File: src/rtl/two_wire_unit_defines.vh
// Register offsets, field positions, reset values and codes of the two-wire unit status/data part.
//
// Operation
// - Status upper five bits show read-only state.
// - Reserved status bit 2, mask bit 0 read zero.
// - Low status bits select prescaler 1/4/16/64.
// - Data holds next byte sent or last received.
// - Data writable only while job done is set.
// - Data stays stable while job done is set.
// - Shifting out also shifts in bus data.
// - After sleep wake-up data content is undefined.
// - Lost arbitration keeps the byte in progress.
// - Acknowledge handled by hardware, no CPU access.
// - Own address upper seven bits, slave use only.
// - Address bit 0 enables general call recognition.
// - Comparator matches received address, raises interrupt request.
// - Set mask bits ignore matching address bit compare.
// - Job done set at completion, holds clock low.
// - Data write without job done sets collision flag.
`ifndef TWO_WIRE_UNIT_DEFINES_VH
`define TWO_WIRE_UNIT_DEFINES_VH

// ----------------------------------------------------------------
// Register offsets
// ----------------------------------------------------------------
`define TW_OFS_STATUS    8'hB9
`define TW_OFS_OWNADDR   8'hBA
`define TW_OFS_DATA      8'hBB
`define TW_OFS_CTRL      8'hBC
`define TW_OFS_MASK      8'hBD
`define TW_OFS_IRQ_STAT  8'hBE
`define TW_OFS_IRQ_MASK  8'hBF

// ----------------------------------------------------------------
// Reset values
// ----------------------------------------------------------------
`define TW_RST_OWNADDR   8'hFE
`define TW_RST_DATA      8'hFF
`define TW_RST_MASK      8'h00
`define TW_RST_STATUS    5'h1F

// ----------------------------------------------------------------
// Field positions and control bits
// ----------------------------------------------------------------
`define TW_CTRL_DONE     7
`define TW_CTRL_ACKEN    6
`define TW_CTRL_COLL     3
`define TW_CTRL_EN       2
`define TW_IRQ_DONE      0
`define TW_IRQ_MATCH     1
`define TW_IRQ_LOST      2

// ----------------------------------------------------------------
// Status codes (upper five bits)
// ----------------------------------------------------------------
`define TW_ST_IDLE       5'h1F
`define TW_ST_SLA_W      5'h0C
`define TW_ST_GCALL      5'h0E
`define TW_ST_SLA_R      5'h15
`define TW_ST_RX_DATA    5'h10
`define TW_ST_TX_DATA    5'h17
`define TW_ST_LOST       5'h0F

`endif

File: src/rtl/two_wire_unit.v
// Two-wire unit slave engine with status, data, own address and address mask registers.
//
// Implementation choice: the address-and-strobe port.
`default_nettype none
`include "two_wire_unit_defines.vh"

module two_wire_unit (
   // Clock and reset
   input  wire       clk,
   input  wire       rst_n,
   // Register port
   input  wire [7:0] addr,
   input  wire [7:0] wdata,
   input  wire       wr,
   input  wire       rd,
   output reg  [7:0] rdata,
   // Serial bus pins
   input  wire       scl_in,
   output wire       scl_out,
   output wire       scl_oe,
   input  wire       sda_in,
   output wire       sda_out,
   output wire       sda_oe,
   // Prescaler select toward the bit-rate generator
   output wire [1:0] rate_prescale_sel,
   // Interrupt
   output wire       irq
);

   // ----------------------------------------------------------------
   // Engine states
   // ----------------------------------------------------------------
   localparam [5:0] S_IDLE = 6'h01;
   localparam [5:0] S_ADDR = 6'h02;
   localparam [5:0] S_AACK = 6'h04;
   localparam [5:0] S_RXD  = 6'h08;
   localparam [5:0] S_TXD  = 6'h10;
   localparam [5:0] S_DACK = 6'h20;

   // Masked address compare, with optional broadcast match.
   function addr_hit;
      input [6:0] rx;
      input [7:0] own;
      input [7:0] msk;
      begin
         addr_hit = (((rx ^ own[7:1]) & ~msk[7:1]) == 7'h00) || (own[0] && rx == 7'h00);
      end
   endfunction

   // Registers.
   reg [4:0] status_code_r;
   reg [1:0] rate_prescale_sel_r;
   reg [7:0] shift_data_r;
   reg [7:0] own_slave_address_r;
   reg [7:0] slave_address_mask_r;
   reg       job_done_flag_r;
   reg       write_collision_flag_r;
   reg       ack_en_r;
   reg       unit_en_r;
   reg [2:0] irq_stat_r;
   reg [2:0] irq_mask_r;
   reg [5:0] state_r;
   reg [3:0] bit_cnt_r;
   reg       is_read_r;
   reg       sda_drive_low_r;
   reg [1:0] scl_sync_r;
   reg [1:0] sda_sync_r;
   reg       scl_q_r;
   reg       sda_q_r;
   reg [6:0] addr_sh_r;

   // Pin inputs pass two flops before use.
   always @(posedge clk) begin
      if (!rst_n) begin
         scl_sync_r <= 2'h3;
         sda_sync_r <= 2'h3;
         scl_q_r    <= 1'b1;
         sda_q_r    <= 1'b1;
      end else begin
         scl_sync_r <= {scl_sync_r[0], scl_in};
         sda_sync_r <= {sda_sync_r[0], sda_in};
         scl_q_r    <= scl_sync_r[1];
         sda_q_r    <= sda_sync_r[1];
      end
   end

   wire scl_s    = scl_sync_r[1];
   wire sda_s    = sda_sync_r[1];
   wire scl_rise = scl_s & ~scl_q_r;
   wire scl_fall = ~scl_s & scl_q_r;
   wire start_c  = scl_s & scl_q_r & ~sda_s & sda_q_r;
   wire stop_c   = scl_s & scl_q_r & sda_s & ~sda_q_r;

   // Register strobes.
   wire wr_status = wr && addr == `TW_OFS_STATUS;
   wire wr_own    = wr && addr == `TW_OFS_OWNADDR;
   wire wr_data   = wr && addr == `TW_OFS_DATA;
   wire wr_ctrl   = wr && addr == `TW_OFS_CTRL;
   wire wr_mask   = wr && addr == `TW_OFS_MASK;
   wire wr_istat  = wr && addr == `TW_OFS_IRQ_STAT;
   wire wr_imask  = wr && addr == `TW_OFS_IRQ_MASK;
   wire release_w = wr_ctrl && wdata[`TW_CTRL_DONE] && job_done_flag_r;

   // Engine events.
   reg       ev_done;
   reg       ev_match;
   reg       ev_lost;

   // Slave engine: address receive, ack, data shift, clock stretch.
   always @(posedge clk) begin
      if (!rst_n) begin
         state_r         <= S_IDLE;
         bit_cnt_r       <= 4'h0;
         is_read_r       <= 1'b0;
         sda_drive_low_r <= 1'b0;
         status_code_r   <= `TW_RST_STATUS;
         job_done_flag_r <= 1'b0;
         shift_data_r    <= `TW_RST_DATA;
         ev_done         <= 1'b0;
         ev_match        <= 1'b0;
         ev_lost         <= 1'b0;
      end else begin
         ev_done  <= 1'b0;
         ev_match <= 1'b0;
         ev_lost  <= 1'b0;
         // Data loads only while job done holds the clock low.
         if (wr_data && job_done_flag_r)
            shift_data_r <= wdata;
         if (release_w)
            job_done_flag_r <= 1'b0;
         if (!unit_en_r) begin
            state_r         <= S_IDLE;
            sda_drive_low_r <= 1'b0;
            status_code_r   <= `TW_ST_IDLE;
         end else if (stop_c) begin
            state_r         <= S_IDLE;
            sda_drive_low_r <= 1'b0;
            status_code_r   <= `TW_ST_IDLE;
         end else if (start_c) begin
            // A start seen outside idle and the address byte is a lost bus; keep the partial byte.
            if (state_r != S_IDLE && state_r != S_ADDR)
               ev_lost <= 1'b1;
            state_r         <= S_ADDR;
            bit_cnt_r       <= 4'h0;
            sda_drive_low_r <= 1'b0;
         end else if (!job_done_flag_r) begin
            case (state_r)
               S_ADDR: begin
                  if (scl_rise) begin
                     // Address bits collect in a separate path to keep data intact.
                     bit_cnt_r <= bit_cnt_r + 4'h1;
                     if (bit_cnt_r == 4'h7) begin
                        is_read_r <= sda_s;
                        if (addr_hit(addr_sh_r, own_slave_address_r,
                                     slave_address_mask_r) && ack_en_r) begin
                           state_r  <= S_AACK;
                           ev_match <= 1'b1;
                           status_code_r <= sda_s ? `TW_ST_SLA_R :
                              (addr_sh_r == 7'h00 && own_slave_address_r[0]) ?
                              `TW_ST_GCALL : `TW_ST_SLA_W;
                        end else begin
                           state_r <= S_IDLE;
                        end
                     end
                  end
               end
               S_AACK: begin
                  // Acknowledge driven by hardware only.
                  if (scl_fall && !sda_drive_low_r)
                     sda_drive_low_r <= 1'b1;
                  else if (scl_fall) begin
                     sda_drive_low_r <= 1'b0;
                     bit_cnt_r       <= 4'h0;
                     job_done_flag_r <= 1'b1;
                     ev_done         <= 1'b1;
                     state_r         <= is_read_r ? S_TXD : S_RXD;
                  end
               end
               S_RXD: begin
                  if (scl_rise) begin
                     shift_data_r <= {shift_data_r[6:0], sda_s};
                     bit_cnt_r    <= bit_cnt_r + 4'h1;
                     if (bit_cnt_r == 4'h7) begin
                        state_r       <= S_DACK;
                        status_code_r <= `TW_ST_RX_DATA;
                     end
                  end
               end
               S_TXD: begin
                  // Drive msb after the clock falls; the bus value is shifted back in on the rising clock.
                  if (scl_fall || bit_cnt_r == 4'h0)
                     sda_drive_low_r <= ~shift_data_r[7];
                  if (scl_rise) begin
                     shift_data_r <= {shift_data_r[6:0], sda_s};
                     bit_cnt_r    <= bit_cnt_r + 4'h1;
                     if (bit_cnt_r == 4'h7) begin
                        state_r       <= S_DACK;
                        status_code_r <= `TW_ST_TX_DATA;
                     end
                  end
               end
               S_DACK: begin
                  // Ninth bit: ack a received byte, or free the line for the master's ack.
                  if (scl_fall && bit_cnt_r == 4'h8) begin
                     sda_drive_low_r <= ~is_read_r & ack_en_r;
                     bit_cnt_r       <= 4'h9;
                  end else if (scl_fall) begin
                     sda_drive_low_r <= 1'b0;
                     bit_cnt_r       <= 4'h0;
                     job_done_flag_r <= 1'b1;
                     ev_done         <= 1'b1;
                     state_r         <= is_read_r ? S_TXD : S_RXD;
                  end
               end
               default: state_r <= S_IDLE;
            endcase
         end
      end
   end

   // Address shifter used only during the address phase.
   always @(posedge clk) begin
      if (!rst_n)
         addr_sh_r <= 7'h00;
      else if (state_r == S_ADDR && scl_rise && bit_cnt_r < 4'h7)
         addr_sh_r <= {addr_sh_r[5:0], sda_s};
   end

   // Software registers and the collision flag.
   always @(posedge clk) begin
      if (!rst_n) begin
         rate_prescale_sel_r    <= 2'h0;
         own_slave_address_r    <= `TW_RST_OWNADDR;
         slave_address_mask_r   <= `TW_RST_MASK;
         write_collision_flag_r <= 1'b0;
         ack_en_r               <= 1'b0;
         unit_en_r              <= 1'b0;
         irq_mask_r             <= 3'h0;
      end else begin
         if (wr_status)
            rate_prescale_sel_r <= wdata[1:0];
         if (wr_own)
            own_slave_address_r <= wdata;
         if (wr_mask)
            slave_address_mask_r <= {wdata[7:1], 1'b0};
         if (wr_data)
            write_collision_flag_r <= ~job_done_flag_r;
         if (wr_ctrl) begin
            ack_en_r  <= wdata[`TW_CTRL_ACKEN];
            unit_en_r <= wdata[`TW_CTRL_EN];
         end
         if (wr_imask)
            irq_mask_r <= wdata[2:0];
      end
   end

   // Sticky interrupt status; a new event wins over a clear.
   always @(posedge clk) begin
      if (!rst_n)
         irq_stat_r <= 3'h0;
      else
         irq_stat_r <= (irq_stat_r & ~(wr_istat ? wdata[2:0] : 3'h0))
                       | {ev_lost, ev_match, ev_done};
   end

   assign irq = |(irq_stat_r & irq_mask_r);

   // Read data, one cycle after the strobe.
   always @(posedge clk) begin
      if (!rst_n)
         rdata <= 8'h00;
      else if (rd) begin
         if (addr == `TW_OFS_STATUS)
            rdata <= {status_code_r, 1'b0, rate_prescale_sel_r};
         else if (addr == `TW_OFS_OWNADDR)
            rdata <= own_slave_address_r;
         else if (addr == `TW_OFS_DATA)
            // No sleep mode here, so data always keeps its content: the last bus byte, the byte written for sending, or a partly shifted byte.
            rdata <= shift_data_r;
         else if (addr == `TW_OFS_CTRL)
            rdata <= {job_done_flag_r, ack_en_r, 2'h0, write_collision_flag_r,
                      unit_en_r, 2'h0};
         else if (addr == `TW_OFS_MASK)
            rdata <= slave_address_mask_r;
         else if (addr == `TW_OFS_IRQ_STAT)
            rdata <= {5'h00, irq_stat_r};
         else if (addr == `TW_OFS_IRQ_MASK)
            rdata <= {5'h00, irq_mask_r};
         else
            rdata <= 8'h00;
      end else
         rdata <= 8'h00;
   end

   // Open-drain pins: clock held low while job done is set and the unit is enabled.
   assign scl_out           = 1'b0;
   assign scl_oe            = job_done_flag_r & unit_en_r;
   assign sda_out           = 1'b0;
   assign sda_oe            = sda_drive_low_r & unit_en_r;
   assign rate_prescale_sel = rate_prescale_sel_r;

endmodule
`default_nettype wire

File: config.mk
export PLATFORM = sky130hd
export DESIGN_NAME = two_wire_unit
export DESIGN_NICKNAME = d
export VERILOG_FILES = /design/src/rtl/two_wire_unit.v
export VERILOG_INCLUDE_DIRS = /design/src /design/src/rtl
export SDC_FILE = /design/constraint.sdc
export NUM_CORES = 1
export LEC_CHECK = 0
export ABC_AREA = 1
export BUFFER_PORTS_ARGS = -buffer_cell sky130_fd_sc_hd__buf_2
export CAP_MARGIN = 30
export CORE_MARGIN = 4
export CORE_UTILIZATION = 38
export CTS_BUF_LIST = sky130_fd_sc_hd__clkbuf_16
export DETAILED_ROUTE_END_ITERATION = 10
export GPL_TIMING_DRIVEN = 0
export SYNTH_ARGS = -nofsm -noshare
export SYNTH_HDL_FRONTEND = slang
export SYNTH_SLANG_ARGS = --single-unit
File: constraint.sdc
create_clock -name clk -period 2.9 [get_ports clk]
set_clock_uncertainty 0.15 [all_clocks]
set_input_delay 0.145 -clock clk [delete_from_list [all_inputs] [get_ports clk]]
set_output_delay 0.145 -clock clk [all_outputs]
set_load 0.01 [all_outputs]
==> flow_metrics.tcl, run 1 <==
set metrics [dict create \
    synth_top_family_by_area "simple AND/OR/NAND/NOR gates" \
    rr_startpoint "scl_sync_r[1]" \
    antenna_cells 0 \
    grt_pass1_vias 3760 \
    period_needed_ns 2.011 \
    num_vias 3880 \
    slew_headroom 0.5690 \
    die_area_um2 12210 \
    yosys.area_share.xor_xnor 0.002194 \
    numCtsBuffers 9 \
    r2r_end "state_r[0]" \
    startpoint "scl_sync_r[1]" \
    dp_hpwl_mm 8.526 \
    syn_area_um2 3991 \
    endpoint "state_r[0]" \
    fmax_mhz 497.3 \
    r2r_slack_ns 0.89 \
    cts_tree "done" \
    finalHoldViolations 0 \
    worstSetupPathType "flip-flop to flip-flop" \
    crit_slowest_cell "dfxtp_1" \
    synthSimpleGateAreaFrac 0.3166 \
    final_nets 636 \
    muxShareOfSynthArea 0 \
    post_cts_buffers 0 \
    area_growth_pct 18.53 \
    synth_compound_area_frac 0.1850 \
    via_per_inst 5.173 \
    power_density_nw_per_um2 486.4 \
    port_buffers 33 \
    syn_area_per_cell_um2 7.205 \
    synthAdderAreaFrac 0.01567 \
    fin_tns_setup_ns 0 \
    crit_path_max_incr_delay_ns 0.41 \
    drv_cap 0 \
    synth_cell_type_count 51 \
    final_cell_mix "135 x nand2_1, 76 x dfxtp_1, 65 x inv_1, 47 x a21oi_1, 37 x buf_2" \
    clock_sinks 76 \
    antenna_found_initial 0 \
    ys_ff_latch 76 \
    grt_pass1_wl_mm 18.92 \
    vdd_drop_max_mv 0.2140 \
    antenna_left 0 \
    clk_pin_slew_ns 0.06 \
    final_common_cell "nand2_1" \
    slew_violations 0 \
    rows 37 \
    clockBufferDepth 2 \
    fin_crit_sh 0.6934 \
    critPathRequiredTime_ns 2.97 \
    cts-resized-gates 0 \
    yosysSeqAreaShare 0.3812 \
    die_y_um 110.5 \
    cts_hold_buf 10 \
    drt_iter0_drc 307 \
    hold_ws_ns 0.01607 \
    path_cells "inv_2, nand2_4, inv_1, ha_1, nand2_1, nand2_1, nor3_4, inv_2, nand3_1, nand3_1" \
    r2r_cells 10 \
    track_usage 0.1891 \
    synth_warnings 0 \
    synthCells 554 \
    wire_per_inst_um 14.87 \
    clk_latency_ns 0.34 \
    die_width_um 110.5 \
    core_um2 10280 \
    arrival_ns 2.08 \
    setup_viol 0 \
    gp_congestion 0.9250 \
    htreeDepth 3 \
    pin_count 37 \
    status "finished, final reports clean" \
    hold_class "input port to flip-flop" \
    wl_mm 11.15 \
    cts_root_buf "clkbuf_16" \
    grt_max_degree 15 \
    worst_pin_slew_ns 0.6406 \
    critPathLaunchType "flip-flop" \
    leakage_nw 2.137 \
    endpoint_kind "flip-flop" \
    first_pass_iters 5 \
    final_layout_size_suffix_gt1_frac 0.1792 \
    drc 0 \
    overflow 0 \
    path_max_fanout 10 \
    rsz0062_at_grt "false" \
    start_util 0.3884 \
]
-- state kept, by name, indices dropped and copies added, names as in the netlist, 2 cells and up --
name                  count
own_slave_address_r       8
rdata                     8
shift_data_r              8
addr_sh_r                 7
slave_address_mask_r      7
state_r                   6
status_code_r             5
bit_cnt_r                 4
irq_mask_r                3
irq_stat_r                3
rate_prescale_sel         2
scl_sync_r                2
sda_sync_r                2
-- report_power, final --
group	switching [mW]	internal (mW)
Sequential	0.00445	1.05
Combinational	0.0669	0.0370
Clock	0.474	0.671
-- cells in the mapped netlist, drive strengths merged --
| cell | number | area, um^2 |
|---|---|---|
| xor2 | 1 | 8.760 |
| nand4 | 14 | 108.9 |
| a21oi | 47 | 235.2 |
| buf | 10 | 72.56 |
| o2111ai | 1 | 8.760 |
| inv | 79 | 301.5 |
| nor2 | 44 | 219.0 |
| o22ai | 2 | 12.51 |
| ha | 5 | 62.56 |
| clkbuf | 5 | 18.77 |
| o21ai | 40 | 215.2 |
| a22oi | 2 | 15.01 |
| o31ai | 1 | 7.510 |
| nor3 | 6 | 46.30 |
| conb | 1 | 3.750 |
| dfxtp | 76 | 1521 |
| nand3 | 39 | 245.2 |
| nand2 | 141 | 554.3 |
| or2 | 4 | 25.02 |
| a211oi | 8 | 75.08 |
| o211ai | 12 | 90.09 |
| nor3b | 1 | 12.51 |
| o21a | 2 | 15.01 |
| nor4 | 4 | 40.04 |
| o221ai | 1 | 8.760 |
| and2 | 1 | 6.260 |
| a2111oi | 1 | 8.760 |
| a31oi | 5 | 46.29 |
| and3 | 1 | 6.260 |
-- area by class of cell --
class                   count  area, um^2
fillers                  1062        5547
multi-input cells         385        2081
flip-flops and latches     76        1521
inverters                  79       301.5
repair buffers             43       265.3
clock buffers               9       225.2
well taps                 136       170.2
plain buffers              15       91.34
clock inverters             7       75.07
-- metal layers --
layer  wire length [um]  part of all wire  global-route usage  vias to the layer above
met5                  0                 0                   0                        -
met4                342             0.031             0.07471                        0
met3                616             0.055             0.03836                       25
met2               5274              0.47              0.3155                      120
met1               4918              0.44              0.2388                     1784
li1                   -                 -                   -                     1951
-- worst max-delay path, delay by kind of cell, from the launching register on --
kind	cells	cell delay, ns
flip-flops	1	0.41
buffers and inverters	3	0.32
adder cells (fa/ha/maj)	1	0.21
AND/OR/NAND/NOR	6	0.81
-- per-stage QoR --
step | setup slack, ns | cell area [um^2] | utilization | power [mW] | cells
after global placement | 0.8898 | 4330 | 0.4214 | 1.167 | 724
after detailed placement | 0.8571 | 4330 | 0.4214 | 1.169 | 724
final | 0.8892 | 4731 | 0.4603 | 2.301 | 750
after floorplan | 1.124 | 3995 | - | 1.128 | 555
after CTS | 0.8807 | 4731 | 0.4603 | 2.320 | 750
after global routing | 0.6941 | 4731 | 0.4603 | 2.371 | 750
-- worst min path at each step --
stage                        start                      to  slack, ns  cells after the start
after floorplan             scl_in           scl_sync_r[0]       0.10                      1
after global placement      scl_in           scl_sync_r[0]       0.19                      2
after detailed placement    sda_in           sda_sync_r[0]       0.19                      2
after CTS                 wdata[6]  own_slave_address_r[6]       0.01                      3
after global routing      wdata[6]  own_slave_address_r[6]       0.04                      3
final                     wdata[6]  own_slave_address_r[6]       0.02                      3
-- cells by family (layout without fill, tap and decap cells) --
group           Yosys count  after routing
simple gates            255            255
compound gates          122            122
buf+inv                  94            153
flops                    76             76
fa+ha+maj                 5              5
other cells               1              2
xor+xnor                  1              1
Note: power is estimated with default switching activity, not from simulation.
==> run 2: changes to the inputs <==
- clock period: 2.9 -> 1.85 ns (I/O delays scaled with it)
==> run 2 against run 1 <==
- design area rose by 5.8%
- non-clock buffer count rose by 18
- die area did not move
- hold slack got worse by 0.013 ns
- highest routed layer unchanged
==> flow_metrics.tcl, run 2 (synthesized netlist as in run 1, its figures left out) <==
set metrics [dict create \
    status "finished, final reports clean" \
    clk_pin_slew_ns 0.06 \
    r2r_cells 8 \
    path_cells "inv_2, nand4_4, inv_4, nor2_2, nand2_2, nor3_4, a21oi_1, nand2_1" \
    grt_pass1_vias 3793 \
    clock_sinks 76 \
    first_pass_iters 5 \
    slew_violations 0 \
    worst_pin_slew_ns 0.6500 \
    clk_latency_ns 0.34 \
    fin_tns_setup_ns 0 \
    dp_hpwl_mm 8.526 \
    final_cell_mix "125 x nand2_1, 61 x dfxtp_1, 58 x inv_1, 44 x a21oi_1, 37 x buf_2" \
    drt_iter0_drc 298 \
    cp.depth 8 \
    leakage_nw 2.237 \
    port_buffers 33 \
    area_growth_pct 25.45 \
    core_um2 10280 \
    top_regs "own_slave_address_r: 8 flops, rdata: 8 flops, shift_data_r: 8 flops" \
    path_max_fanout 7 \
    die_width_um 110.5 \
    fmax_mhz 567.1 \
    postPlaceCellArea_um2 4330 \
    slew_headroom 0.5667 \
    cp_top_family "simple AND/OR/NAND/NOR gates" \
    antenna_left 0 \
    setup_viol 0 \
    wl_mm 11.68 \
    start_util 0.3884 \
    overflow 0 \
    final_common_cell "nand2_1" \
    drc 0 \
    antenna_cells 0 \
    critPathRequiredTime_ns 1.99 \
    design_area_um2 5007 \
    nFillCells 1036 \
    final_layout_size_suffix_gt1_frac 0.2706 \
    htreeDepth 3 \
    numCtsBuffers 9 \
    die_y_um 110.5 \
    antenna_found_initial 0 \
    endpoint_kind "flip-flop" \
    finalHoldViolations 0 \
    seqPwrFrac 0.454 \
    track_usage 0.1910 \
    worstSetupPathType "flip-flop to flip-flop" \
    crit_slowest_cell "dfxtp_2" \
    rows 37 \
    hold_class "input port to flip-flop" \
    drv_cap 0 \
    p_comb_frac 0.048 \
    grt_max_degree 15 \
    min_path_cells 4 \
    grt_pass1_wl_mm 19.06 \
    p_clk_frac 0.498 \
    crit_buf_inv 2 \
    die_area_um2 12210 \
    intPower_mw 2.754 \
    pin_count 37 \
    cts_root_buf "clkbuf_16" \
    wire_per_inst_um 15.21 \
    num_vias 3972 \
    sw_frac_of_total 0.2393 \
    crit_path_max_incr_delay_ns 0.40 \
    fin_crit_sh 0.9532 \
    period_needed_ns 1.763 \
    clockBufferDepth 2 \
    switching_power_mw 0.8662 \
    rsz0062_at_grt "true" \
    via_per_inst 5.172 \
    cts_tree "done" \
    arrival_ns 1.90 \
    power_density_nw_per_um2 723.0 \
    vdd_drop_max_mv 0.3461 \
    gp_congestion 0.9250 \
    final_nets 654 \
    critPathLaunchType "flip-flop" \
]
[run 2: cell types whose count changed in the layout (fill, tap and decap cells not counted), moves of 7 or more]
cell	delta
buf_4	+17
dfxtp_1	-15
nand2_1	-10
nand2_2	+10
dfxtp_2	+11
inv_1	-7
[run 2: worst reg2reg max path, stage by stage (launching register included)]
cell     delay [ns]
dfxtp_2        0.40
inv_2          0.11
nand4_4        0.16
inv_4          0.08
nor2_2         0.14
nand2_2        0.10
nor3_4         0.35
a21oi_1        0.13
nand2_1        0.10
[run 2: path summary, 6_finish.rpt]
| kind | end | slack (ns) | startpoint |
|---|---|---|---|
| setup / recovery | shift_data_r[2] | 0.09 | sda_sync_r[1] |
| hold / removal | rdata[7] | 0.003 | rd |
| setup reg to reg | shift_data_r[2] | 0.09 | sda_sync_r[1] |
| hold reg to reg | sda_sync_r[1] | 0.26 | sda_sync_r[0] |
[run 2: what timing repair did]
action                     in CTS  in global routing
hold buffers                   11                  0
buffers inserted                4                 13
setup endpoints to repair      30                 22
pin swaps                       4                 18
gates resized for setup         9                 46
hold endpoints to repair       22                  0
[run 2: routing by layer]
metal | global-route usage | routed length (um)
met1 | 0.2389 | 4986
met2 | 0.3277 | 5693
met4 | 0.07061 | 282
met5 | 0 | 0
met3 | 0.03342 | 718
[run 2: power groups by stage]
stage,logic (mW),clock network (mW),registers (mW)
floorplan,0.0829,0,1.69
global placement,0.143,0,1.69
detailed placement,0.145,0,1.69
CTS,0.166,1.82,1.65
global route,0.191,1.89,1.64
finish,0.174,1.80,1.64
[run 2: metrics by stage]
| stage | std cells | total power [mW] | utilization | setup slack (ns) | hold WS (ns) |
|---|---|---|---|---|---|
| after CTS | 755 | 3.641 | 0.4659 | 0.01399 | 0.001358 |
| after global routing | 768 | 3.721 | 0.4872 | -0.04079 | 0.01791 |
| after global placement | 724 | 1.830 | 0.4214 | -0.1270 | 0.1370 |
| after floorplan | 555 | 1.768 | - | 0.07412 | 0.04908 |
| after detailed placement | 724 | 1.832 | 0.4214 | -0.1578 | 0.1345 |
| final | 768 | 3.620 | 0.4872 | 0.08665 | 0.003461 |
[run 2: cell type report]
cell class,instances,area [um^2],area share
well taps,136,170.2,0.03398
repair buffers,61,402.9,0.08046
multi-input cells,385,2188,0.4370
clock buffers,9,225.2,0.04498
clock inverters,7,75.07,0.01499
plain buffers,15,91.34,0.01824
flip-flops and latches,76,1550,0.3096
inverters,79,304.0,0.06072
==> run 3: changes to the inputs <==
--- a/config.mk
+++ b/config.mk
@@ -10,3 +10,2 @@
 export BUFFER_PORTS_ARGS = -buffer_cell sky130_fd_sc_hd__buf_2
-export CAP_MARGIN = 30
 export CORE_MARGIN = 4
@@ -16,2 +15,3 @@
 export GPL_TIMING_DRIVEN = 0
+export SKIP_CTS_REPAIR_TIMING = 1
 export SYNTH_ARGS = -nofsm -noshare
--- a/constraint.sdc
+++ b/constraint.sdc
@@ -4,2 +4,2 @@
 set_output_delay 0.0925 -clock clk [all_outputs]
-set_load 0.01 [all_outputs]
+set_load 0.005 [all_outputs]
==> run 3 against run 2 <==
- sequential share of layout area is 0.11 points higher
- die area stayed put
- via count is 0.93% lower
- count of clock-buffer cells in the layout stayed put
- critical path depth stayed put
- largest cell class unchanged
- hold slack hardly changed
- largest power group unchanged
- first-iteration DRC count is 5.0% lower
- setup slack worse by 0.015 ns
==> flow_metrics.tcl, run 3 (synthesized netlist as in run 1, its figures left out) <==
set metrics [dict create \
    status "finished, final reports clean" \
    grt_pass1_wl_mm 18.73 \
    grt_pass1_vias 3723 \
    p_comb_frac 0.049 \
    track_usage 0.1877 \
    sw_frac_of_total 0.2368 \
    via_per_inst 5.137 \
    slew_headroom 0.5515 \
    port_buffers 33 \
    wl_mm 11.53 \
    area_growth_pct 25.30 \
    worst_slack_ns 0.07148 \
    fin_tns_setup_ns 0 \
    clk_pin_slew_ns 0.06 \
    power_density_nw_per_um2 722.5 \
    nFillCells 1037 \
    slew_violations 0 \
    drt_iter0_drc 283 \
    antenna_found_initial 0 \
    clk_latency_ns 0.34 \
    final_cell_mix "126 x nand2_1, 62 x inv_1, 58 x dfxtp_1, 45 x a21oi_1, 37 x buf_2" \
    start_util 0.3884 \
    worst_pin_slew_ns 0.6667 \
    die_y_um 110.5 \
    numCtsBuffers 9 \
    clock_sinks 76 \
    num_vias 3935 \
    seqPwrFrac 0.455 \
    core_um2 10280 \
    grt_max_degree 15 \
    critPathLaunchType "flip-flop" \
    cts_root_buf "clkbuf_16" \
    p_clk_frac 0.496 \
    critPathRequiredTime_ns 1.96 \
    finalHoldViolations 0 \
    antenna_left 0 \
    leakage_nw 2.246 \
    die_area_um2 12210 \
    finalCoreUtilization 0.4866 \
    final_layout_size_suffix_gt1_frac 0.2635 \
    p_total_mw 3.613 \
    cts_tree "done" \
    met3_length_um 520 \
    final_nets 652 \
    overflow 0 \
    rr_startpoint "state_r[1]" \
    fmax_mhz 562.3 \
    worstSetupPathType "flip-flop to flip-flop" \
    min_from "rd" \
    clockBufferDepth 2 \
    switching_power_mw 0.8556 \
    endpoint_kind "flip-flop" \
    startpoint "state_r[1]" \
    pin_count 37 \
    rows 37 \
    drc 0 \
    hold_class "input port to flip-flop" \
    die_width_um 110.5 \
    path_max_fanout 10 \
    first_pass_iters 4 \
    period_needed_ns 1.779 \
    dp_worst_setup_slack_ns -0.1578 \
    setup_viol 0 \
    top_regs "own_slave_address_r: 8 flops, rdata: 8 flops, shift_data_r: 8 flops" \
    vdd_drop_max_mv 0.3452 \
    drv_cap 0 \
    antenna_cells 0 \
    wl_met2_mm 5.531 \
    met1_length_mm 5.084 \
    wire_per_inst_um 15.06 \
    gp_congestion 0.9250 \
    htreeDepth 3 \
    arrival_ns 1.88 \
    dp_hpwl_mm 8.526 \
    maxUsedRoutingLayer "met4" \
    final_common_cell "nand2_1" \
    fin_crit_sh 0.9614 \
    intPower_mw 2.757 \
]
run 3: path summary, 6_finish.rpt:
check	end	slack, ns	cells after the start
setup / recovery	addr_sh_r[3]	0.07	8
setup reg to reg	addr_sh_r[3]	0.07	8
hold / removal	rdata[7]	0.003	4
hold reg to reg	scl_sync_r[1]	0.26	1
run 3: layer usage:
metal  track usage  vias to the layer above
met2        0.3147                      110
met3       0.03452                       29
met5             0                        -
met4       0.07718                        0
li1              -                     1984
met1        0.2368                     1812
run 3: cell type report:
class / count / area [um^2] / share of cell area
Buffer: 15 / 91.34 / 0.01826
Clock buffer: 9 / 225.2 / 0.04503
Clock inverter: 7 / 75.07 / 0.01501
Inverter: 79 / 306.5 / 0.06130
Multi-Input combinational cell: 385 / 2191 / 0.4381
Sequential cell: 76 / 1554 / 0.3107
Tap cell: 136 / 170.2 / 0.03403
Timing Repair Buffer: 59 / 387.9 / 0.07756
run 3: metrics by stage:
step	cell area, um^2	hold WS [ns]	std cells
global route	5001	0.01786	766
global placement	4330	0.1370	724
floorplan	3995	0.04908	555
CTS	4631	-0.2157	740
finish	5001	0.003151	766
detailed placement	4330	0.1345	724
run 3: power by group through the flow:
stage                     logic (mW)  registers, mW  clock network (mW)
after floorplan               0.0819           1.68                   0
after global routing           0.194           1.65                1.89
after detailed placement       0.144           1.69                   0
after global placement         0.142           1.69                   0
final                          0.176           1.65                1.79
after CTS                      0.145           1.65                1.82
run 3: critical path: stages (launching register included):
cell and delay, ns:
dfxtp_2 0.37, inv_1 0.07, nor2_2 0.12, nand3_4 0.15, nor4_4 0.28, buf_4 0.20
buf_6 0.15, nor2_1 0.06, a211oi_2 0.14
